$ cat src/shared/srt_map.svh
`ifndef SRT_MAP_SVH
`define SRT_MAP_SVH

// ****************************************
// Clock and timing
// ****************************************
`define SRT_CLK_PERIOD_NS     100
// Longest time from suspend request to halt, in ns
`define SRT_SUSP_LAT_NS       20000
// Least time from resume to the next suspend, in ns
`define SRT_RES2SUS_NS        128000
// Longest halt time rounds down, least interval rounds up
`define SRT_SUSP_LAT_CYC      (`SRT_SUSP_LAT_NS / `SRT_CLK_PERIOD_NS)
`define SRT_RES2SUS_CYC       ((`SRT_RES2SUS_NS + `SRT_CLK_PERIOD_NS - 1) / `SRT_CLK_PERIOD_NS)
// Typical sector erase and page program times, in ns
`define SRT_ERASE_NS          45000000
`define SRT_PROG_NS           500000
`define SRT_ERASE_CYC         (`SRT_ERASE_NS / `SRT_CLK_PERIOD_NS)
`define SRT_PROG_CYC          (`SRT_PROG_NS / `SRT_CLK_PERIOD_NS)

// ****************************************
// Latency unit codes
// ****************************************
`define SRT_UNIT_128NS        2'b00
`define SRT_UNIT_1US          2'b01
`define SRT_UNIT_8US          2'b10
`define SRT_UNIT_64US         2'b11

// ****************************************
// Suspend parameter word fields
// ****************************************
`define SRT_F_SUPPORTED       1'b0
`define SRT_F_ERS_LAT_UNIT    `SRT_UNIT_1US
`define SRT_F_ERS_LAT_CNT     5'b1_0011
`define SRT_F_ERS_INTERVAL    4'b0001
`define SRT_F_PRG_LAT_UNIT    `SRT_UNIT_1US
`define SRT_F_PRG_LAT_CNT     5'b1_0011
`define SRT_F_PRG_INTERVAL    4'b0001
`define SRT_F_RFU             1'b1
`define SRT_F_ERS_PROHIBIT    4'b1110
`define SRT_F_PRG_PROHIBIT    4'b1101

// ****************************************
// Address geometry
// ****************************************
`define SRT_ADDR_W            24
`define SRT_SECTOR_LSB        12
`define SRT_PAGE_LSB          8
`define SRT_CNT_W             20
`define SRT_GUARD_W           12

`endif

$ cat src/shared/srt_pkg.sv
`include "srt_map.svh"

package srt_pkg;

    typedef enum logic [2:0] {
        SRT_OP_NONE    = 3'h0,
        SRT_OP_READ    = 3'h1,
        SRT_OP_PROG    = 3'h2,
        SRT_OP_ERASE   = 3'h3,
        SRT_OP_SUSPEND = 3'h4,
        SRT_OP_RESUME  = 3'h5
    } srt_op_t;

    typedef enum logic [2:0] {
        SRT_D_IDLE  = 3'h0,
        SRT_D_ERASE = 3'h1,
        SRT_D_PROG  = 3'h2,
        SRT_D_ESUSP = 3'h3,
        SRT_D_PSUSP = 3'h4
    } srt_dstate_t;

    typedef enum logic [1:0] {
        SRT_H_IDLE = 2'h0,
        SRT_H_SEND = 2'h1,
        SRT_H_WAIT = 2'h2
    } srt_hstate_t;

    typedef logic [`SRT_ADDR_W-1:0] srt_addr_t;

endpackage : srt_pkg

$ cat src/shared/srt_link_if.sv
`timescale 1ns/1ps

interface srt_link_if
    import srt_pkg::*;
();
    logic        req;
    srt_op_t     op;
    srt_addr_t   addr;
    logic        ack;
    logic        nack;
    logic        busy;
    logic        esusp;
    logic        psusp;
    logic [31:0] param;

    modport dev (
        input  req,
        input  op,
        input  addr,
        output ack,
        output nack,
        output busy,
        output esusp,
        output psusp,
        output param
    );

    modport host (
        output req,
        output op,
        output addr,
        input  ack,
        input  nack,
        input  busy,
        input  esusp,
        input  psusp,
        input  param
    );

endinterface : srt_link_if

$ cat src/rtl/srt_dev.sv
`timescale 1ns/1ps
`include "srt_map.svh"

// Behaviour
// Word bit 31 zero: suspend supported
// Latency units: 128ns, 1us, 8us, 64us
// Erase halts within 20 us
// Host waits 128 us resume-to-suspend after erase
// Program halts within 20 us
// Host waits 128 us resume-to-suspend after program
// No new erase while erase suspended
// No read of suspended erase sector
// No new program while program suspended
// No erase over suspended program page
// Prohibition fields read 1110b and 1101b
// Resume only acted on while suspended

module srt_dev
    import srt_pkg::*;
#(
    parameter int unsigned ERASE_CYCLES = `SRT_ERASE_CYC,
    parameter int unsigned PROG_CYCLES  = `SRT_PROG_CYC,
    parameter int unsigned HALT_CYCLES  = 1
) (
    input  wire logic  clk_in,
    input  wire logic  rstn_in,
    srt_link_if.dev    link,
    output logic       op_done_out,
    output srt_addr_t  op_addr_out
);

    // ****************************************
    // State
    // ****************************************
    typedef struct packed {
        srt_dstate_t             st;
        logic [`SRT_CNT_W-1:0]   cnt;
        logic [`SRT_CNT_W-1:0]   halt;
        logic                    halting;
        srt_addr_t               addr;
        logic                    ack;
        logic                    nack;
        logic                    busy;
        logic                    esusp;
        logic                    psusp;
        logic                    done;
        logic [31:0]             param;
    } srt_dev_s_t;

    srt_dev_s_t s_q;
    srt_dev_s_t s_d;

    // ****************************************
    // Parameter word
    // ****************************************
    // Registered, so the word reads zero while reset is held
    function automatic logic [31:0] param_word();
        return {`SRT_F_SUPPORTED,
                `SRT_F_ERS_LAT_UNIT,
                `SRT_F_ERS_LAT_CNT,
                `SRT_F_ERS_INTERVAL,
                `SRT_F_PRG_LAT_UNIT,
                `SRT_F_PRG_LAT_CNT,
                `SRT_F_PRG_INTERVAL,
                `SRT_F_RFU,
                `SRT_F_ERS_PROHIBIT,
                `SRT_F_PRG_PROHIBIT};
    endfunction : param_word

    // Halt delay is capped so the reported latency always holds;
    // one cycle of the budget goes to the registered answer
    localparam int unsigned HALT_LIM = `SRT_SUSP_LAT_CYC - 1;
    localparam int unsigned HALT_CAP = (HALT_CYCLES < HALT_LIM) ? HALT_CYCLES : HALT_LIM;
    localparam logic [`SRT_CNT_W-1:0] HALT_LOAD = (HALT_CAP > 1) ? `SRT_CNT_W'(HALT_CAP - 1) : '0;

    function automatic logic is_suspended(input srt_dstate_t st);
        return (st == SRT_D_ESUSP) || (st == SRT_D_PSUSP);
    endfunction : is_suspended

    function automatic logic is_running(input srt_dstate_t st);
        return (st == SRT_D_ERASE) || (st == SRT_D_PROG);
    endfunction : is_running

    // ****************************************
    // Next state
    // ****************************************
    always_comb begin
        s_d       = s_q;
        s_d.ack   = 1'b0;
        s_d.nack  = 1'b0;
        s_d.done  = 1'b0;
        s_d.param = param_word();
        case (s_q.st)
            SRT_D_IDLE: begin
                if (link.req) begin
                    case (link.op)
                        SRT_OP_READ: begin
                            s_d.ack = 1'b1;
                        end
                        SRT_OP_ERASE: begin
                            s_d.ack  = 1'b1;
                            s_d.addr = link.addr;
                            s_d.cnt  = `SRT_CNT_W'(ERASE_CYCLES);
                            s_d.st   = SRT_D_ERASE;
                        end
                        SRT_OP_PROG: begin
                            s_d.ack  = 1'b1;
                            s_d.addr = link.addr;
                            s_d.cnt  = `SRT_CNT_W'(PROG_CYCLES);
                            s_d.st   = SRT_D_PROG;
                        end
                        default: begin
                            // Suspend or resume with nothing in flight
                            s_d.nack = 1'b1;
                        end
                    endcase
                end
            end
            SRT_D_ERASE,
            SRT_D_PROG: begin
                if (s_q.halting) begin
                    // The operation is frozen while the array settles;
                    // requests here go unanswered, the host is still waiting
                    if (s_q.halt == '0) begin
                        s_d.halting = 1'b0;
                        s_d.ack     = 1'b1;
                        s_d.st      = (s_q.st == SRT_D_ERASE) ? SRT_D_ESUSP : SRT_D_PSUSP;
                    end else begin
                        s_d.halt = s_q.halt - 1'b1;
                    end
                end else if (s_q.cnt <= `SRT_CNT_W'(1)) begin
                    // Completion wins over a suspend in the same cycle
                    s_d.cnt  = '0;
                    s_d.done = 1'b1;
                    s_d.st   = SRT_D_IDLE;
                    if (link.req) begin
                        s_d.nack = 1'b1;
                    end
                end else begin
                    s_d.cnt = s_q.cnt - 1'b1;
                    if (link.req) begin
                        if (link.op == SRT_OP_SUSPEND) begin
                            s_d.halting = 1'b1;
                            s_d.halt    = HALT_LOAD;
                        end else begin
                            s_d.nack = 1'b1;
                        end
                    end
                end
            end
            SRT_D_ESUSP,
            SRT_D_PSUSP: begin
                // Reads of the suspended erase sector are screened by the host
                if (link.req) begin
                    case (link.op)
                        SRT_OP_READ: begin
                            s_d.ack = 1'b1;
                        end
                        SRT_OP_RESUME: begin
                            if (is_suspended(s_q.st)) begin
                                s_d.ack = 1'b1;
                                s_d.st  = (s_q.st == SRT_D_ESUSP) ? SRT_D_ERASE : SRT_D_PROG;
                            end else begin
                                s_d.nack = 1'b1;
                            end
                        end
                        default: begin
                            // Nesting is refused here, including the program, suspend and other-sector erase the host passes
                            s_d.nack = 1'b1;
                        end
                    endcase
                end
            end
            default: begin
                s_d.st = SRT_D_IDLE;
            end
        endcase
        s_d.busy  = is_running(s_d.st);
        s_d.esusp = (s_d.st == SRT_D_ESUSP);
        s_d.psusp = (s_d.st == SRT_D_PSUSP);
    end

    // ****************************************
    // Registers
    // ****************************************
    always_ff @(posedge clk_in or negedge rstn_in) begin
        if (!rstn_in) begin
            s_q         <= '0;
            s_q.st      <= SRT_D_IDLE;
        end else begin
            s_q <= s_d;
        end
    end

    // ****************************************
    // Outputs
    // ****************************************
    // Every output is a register bit, so the host never sees a glitch
    assign link.ack     = s_q.ack;
    assign link.nack    = s_q.nack;
    assign link.busy    = s_q.busy;
    assign link.esusp   = s_q.esusp;
    assign link.psusp   = s_q.psusp;
    assign link.param   = s_q.param;
    assign op_done_out  = s_q.done;
    assign op_addr_out  = s_q.addr;

endmodule : srt_dev

$ cat src/flat_wrapper.sv
// flat-port wrapper written by rule: the top's interface ports become plain ports
module srt_dev_flat import srt_pkg::*;
#(
    parameter int unsigned ERASE_CYCLES = `SRT_ERASE_CYC,
    parameter int unsigned PROG_CYCLES  = `SRT_PROG_CYC,
    parameter int unsigned HALT_CYCLES  = 1
)
  (clk_in, rstn_in, op_done_out, op_addr_out, link_req, link_op, link_addr, link_ack, link_nack, link_busy, link_esusp, link_psusp, link_param);
  srt_link_if link_i ();
  input  wire logic clk_in;
  input  wire logic rstn_in;
  output logic op_done_out;
  output srt_addr_t op_addr_out;
  input wire logic [$bits(link_i.req)-1:0] link_req;
  input wire logic [$bits(link_i.op)-1:0] link_op;
  input wire logic [$bits(link_i.addr)-1:0] link_addr;
  output wire logic [$bits(link_i.ack)-1:0] link_ack;
  output wire logic [$bits(link_i.nack)-1:0] link_nack;
  output wire logic [$bits(link_i.busy)-1:0] link_busy;
  output wire logic [$bits(link_i.esusp)-1:0] link_esusp;
  output wire logic [$bits(link_i.psusp)-1:0] link_psusp;
  output wire logic [$bits(link_i.param)-1:0] link_param;
  assign link_i.req = link_req;
  assign link_i.op = link_op;
  assign link_i.addr = link_addr;
  assign link_ack = link_i.ack;
  assign link_nack = link_i.nack;
  assign link_busy = link_i.busy;
  assign link_esusp = link_i.esusp;
  assign link_psusp = link_i.psusp;
  assign link_param = link_i.param;
  srt_dev #(.ERASE_CYCLES(ERASE_CYCLES), .PROG_CYCLES(PROG_CYCLES), .HALT_CYCLES(HALT_CYCLES)) u_core (.clk_in(clk_in), .rstn_in(rstn_in), .link(link_i), .op_done_out(op_done_out), .op_addr_out(op_addr_out));
endmodule
$ cat config.mk
export PLATFORM = sky130hd
export DESIGN_NAME = srt_dev_flat
export DESIGN_NICKNAME = d
export VERILOG_FILES = /design/src/shared/srt_pkg.sv /design/src/shared/srt_link_if.sv /design/src/rtl/srt_dev.sv /design/src/flat_wrapper.sv
export VERILOG_INCLUDE_DIRS = /design/src /design/src/shared
export SDC_FILE = /design/constraint.sdc
export NUM_CORES = 1
export LEC_CHECK = 0
export ABC_AREA = 1
export BUFFER_PORTS_ARGS = -buffer_cell sky130_fd_sc_hd__buf_2
export CELL_PAD_IN_SITES_DETAIL_PLACEMENT = 0
export CELL_PAD_IN_SITES_GLOBAL_PLACEMENT = 1
export CORE_ASPECT_RATIO = 1.75
export CORE_UTILIZATION = 44
export DETAILED_ROUTE_END_ITERATION = 8
export GPL_TIMING_DRIVEN = 0
export PLACE_DENSITY = 0.91
export SETUP_SLACK_MARGIN = 0.3
export SYNTH_ARGS = -nofsm -noshare
export SYNTH_HDL_FRONTEND = slang
export SYNTH_SLANG_ARGS = --single-unit
export TNS_END_PERCENT = 100
$ cat constraint.sdc
create_clock -name clk_in -period 3.7 [get_ports clk_in]
set_clock_uncertainty 0.15 [all_clocks]
set_input_delay 0.555 -clock clk_in [delete_from_list [all_inputs] [get_ports clk_in]]
set_output_delay 0.555 -clock clk_in [all_outputs]
set_load 0.005 [all_outputs]
==> impl_results.md <==
- Outcome: finished clean
- Yosys warning count: 0
- Final Max Tran Viols: 0
- Setup ws final: ~1.6 ns
- F_max: roughly 0.48 GHz
- Clock Sink Count: 75
- Inst Count DP: 760
- Worst rel slew slack: 0.6525
- CP cell instances: inv_1, ha_1, nand2_1, nand2_1, nand3_2, nand2_2, inv_2, buf_2, o21ai_1, a22oi_1
- CP peak stage delay: 0.39 ns
- Synth top area share: 0.4085
- Crit share post-route: 0.5656
- CTS resizes: 0
- Post-Syn Area: between 0.004 and 0.005 mm²
- CP max stage cell: dfrtp_1
- Async S/R FF share, synth: 1.000
- Most used flip-flop cell after synthesis: dfrtp_1
- I/O pins: 92
- VDD IR max: approximately 0.56 mV
- Vias per cell: 4.879
- Largest cells by area after synthesis: dfrtp_1 41%, buf_4 9.2%, nand2_1 7.3%
- CP delay by family, top: simple AND/OR/NAND/NOR gates
- Sequential-to-total area share from yosys stat: 0.4085
- Largest buffer count on any clock path: 2
- FP Rows: between 40 and 50
- Gr usage total: 0.1964
- DPL Wire Length: roughly 8200 µm
- Critical Path AT: roughly 2.2 ns
- Fraction of layout cells with a size suffix above 1: 0.3457
- Largest net degree at the start of global routing: 42
- DRC violations left: 0
- Vias: between 3,000 and 4,000
- Post-CTS setup buffer count: 0
- Nets: 678
- Most frequent cell after synthesis: nand2_1
- Final setup violation count: 0
- Detailed Route WL: 10,500 µm
- CTS hold repair buffers: 0
- Crit path buf inv count: 3
- CP dominant cell by count: nand2_1
- # diodes: 0
- Measured slew at the worst slew-check pin: just over 0.5 ns
- Setup TNS: 0 ns
- Area after DPL: approximately 0.0052 mm²
- # fillers: between 900 and 1,000
- Post-route cell area: roughly 0.0055 mm²
- TritonCTS Buffers: 9
- Clk slew on worst S/H paths: approximately 0.060 ns
- Flop and latch count out of synthesis: 75
- Max Cap Viol: 0
- Non-Filler Instances: approximately 780
- Cells after synthesis: around 540
- GPL Wtd Cong: 0.8868
- Min cycle time layout: 2.093 ns
- Worst Setup Path Type: reg -> reg
- Die Span Y: around 140 µm
- Core ar.: between 0.01 and 0.015 mm²
- CP Capture Type: register
- Pre-CTS setup slack: 1.599 ns
- Die X: 79.25 µm
- Crit path required time: 3.80 ns
- First DRT Iteration DRCs: approximately 180
- Routed WL per cell: about 14 µm
- CTS tree: yes
- Leak: around 2.8 nW
- Initial antenna violation count: 0
- Root Buffer: clkbuf_16
- DRT antenna net count: 0
- Area grow syn2layout: 20.23%
- Synth cell types: 43
- CTS H-tree lvls: 3
- Port buffer count: 76
- Die area: between 0.01 and 0.015 mm²
- Final Hold Vio Count: 0
- First-pass GRT wire length: approximately 16,000 µm
- Post-synth top area cell: dfrtp_1
- Critical Path Fanout Max: 10
- Synth cell count leaders: 89 x nand2_1, 75 x dfrtp_1, 61 x nor2_1
- Tot Pwr: between 5 and 6 mW
- Starting density of the core: 0.4487
- Drt first pass iters: 4
- Avg Inst Size Synth: 8.477 µm²
- Post-synth EDFFs: 0
- Critical Path Source Type: register
- Vias in the first global route: around 3,700
- Total congestion overflow: 0
- RSZ-0062 raised after global routing: no
- Min-delay worst type: in -> async
- PD cells: 987.1 mW/mm²
- Skew-Pair Late Insertion Delay: roughly 0.34 ns
## stage by stage
stage,hold WS (ns),util
after floorplan,0.1094,-
after global placement,0.3383,0.5065
after detailed placement,0.3447,0.5087
after CTS,0.02665,0.5395
after global routing,0.04757,0.5395
final,0.01592,0.5395
## kinds of logic after synthesis
group           after synthesis  synth area share
compound gates               64           0.08062
xor+xnor                     18           0.03431
fa+ha+maj                     4           0.01089
buf+inv                     121            0.1582
flops                        75            0.4085
mux                          24           0.05882
other cells                   2          0.001635
simple gates                234            0.2470
## area by class of cell
cell class	count	area, µm²	share of cell area
flip-flops and latches	75	1877	0.3398
repair buffers	77	402.9	0.07293
multi-input cells	360	2043	0.3699
plain buffers	66	513.0	0.09287
clock inverters	6	90.09	0.01631
well taps	127	158.9	0.02877
inverters	55	214.0	0.03873
clock buffers	9	225.2	0.04077
## cells in the final DEF (no fill, tap or decap), drive strengths merged, types with 12 or more instances in the layout
master	instances
buf	142
nand2	96
dfrtp	75
nor2	73
inv	56
o21ai	40
nand3	36
mux2	24
xor2	16
conb	16
a21oi	15
nor3	14
nand4	12
## power by group
part | switching (mW) | total, mW | internal, mW
registers | 0.305 | 1.51 | 1.21
logic | 1.77 | 3.01 | 1.24
clock network | 0.341 | 0.929 | 0.588
## path summary, 6_finish.rpt
check	from	end	slack (ns)	cells after the start
max reg2reg	u_core.s_q[83]	u_core.s_q[91]	1.61	10
min reg2reg	u_core.op_addr_out[3]	u_core.op_addr_out[3]	0.35	1
max	u_core.s_q[83]	u_core.s_q[91]	1.61	10
min	rstn_in	u_core.op_addr_out[11]	0.02	1
max in group asynchronous	rstn_in	u_core.s_q[74]	2.79	2
min in group clk_in	link_addr[22]	u_core.op_addr_out[22]	0.30	2
## routing by layer
metal,GRT usage,wire [µm],up-vias,share of wire
met5,0,0,-,0
met1,0.1827,3688,1771,0.35
met3,0.02252,257,27,0.024
met2,0.3932,6158,88,0.59
met4,0.1192,397,0,0.038
li1,-,-,1895,-
## registers in the layout (all words and copies together), names as in the netlist
name / cells
u_core.link.nack: 1
u_core.op_done_out: 1
u_core.link.esusp: 1
u_core.link.busy: 1
u_core.link.ack: 1
u_core.link.param: 1
u_core.op_addr_out: 24
u_core.link.psusp: 1
u_core.s_q: 44
Power figures use the tool's default switching activity.
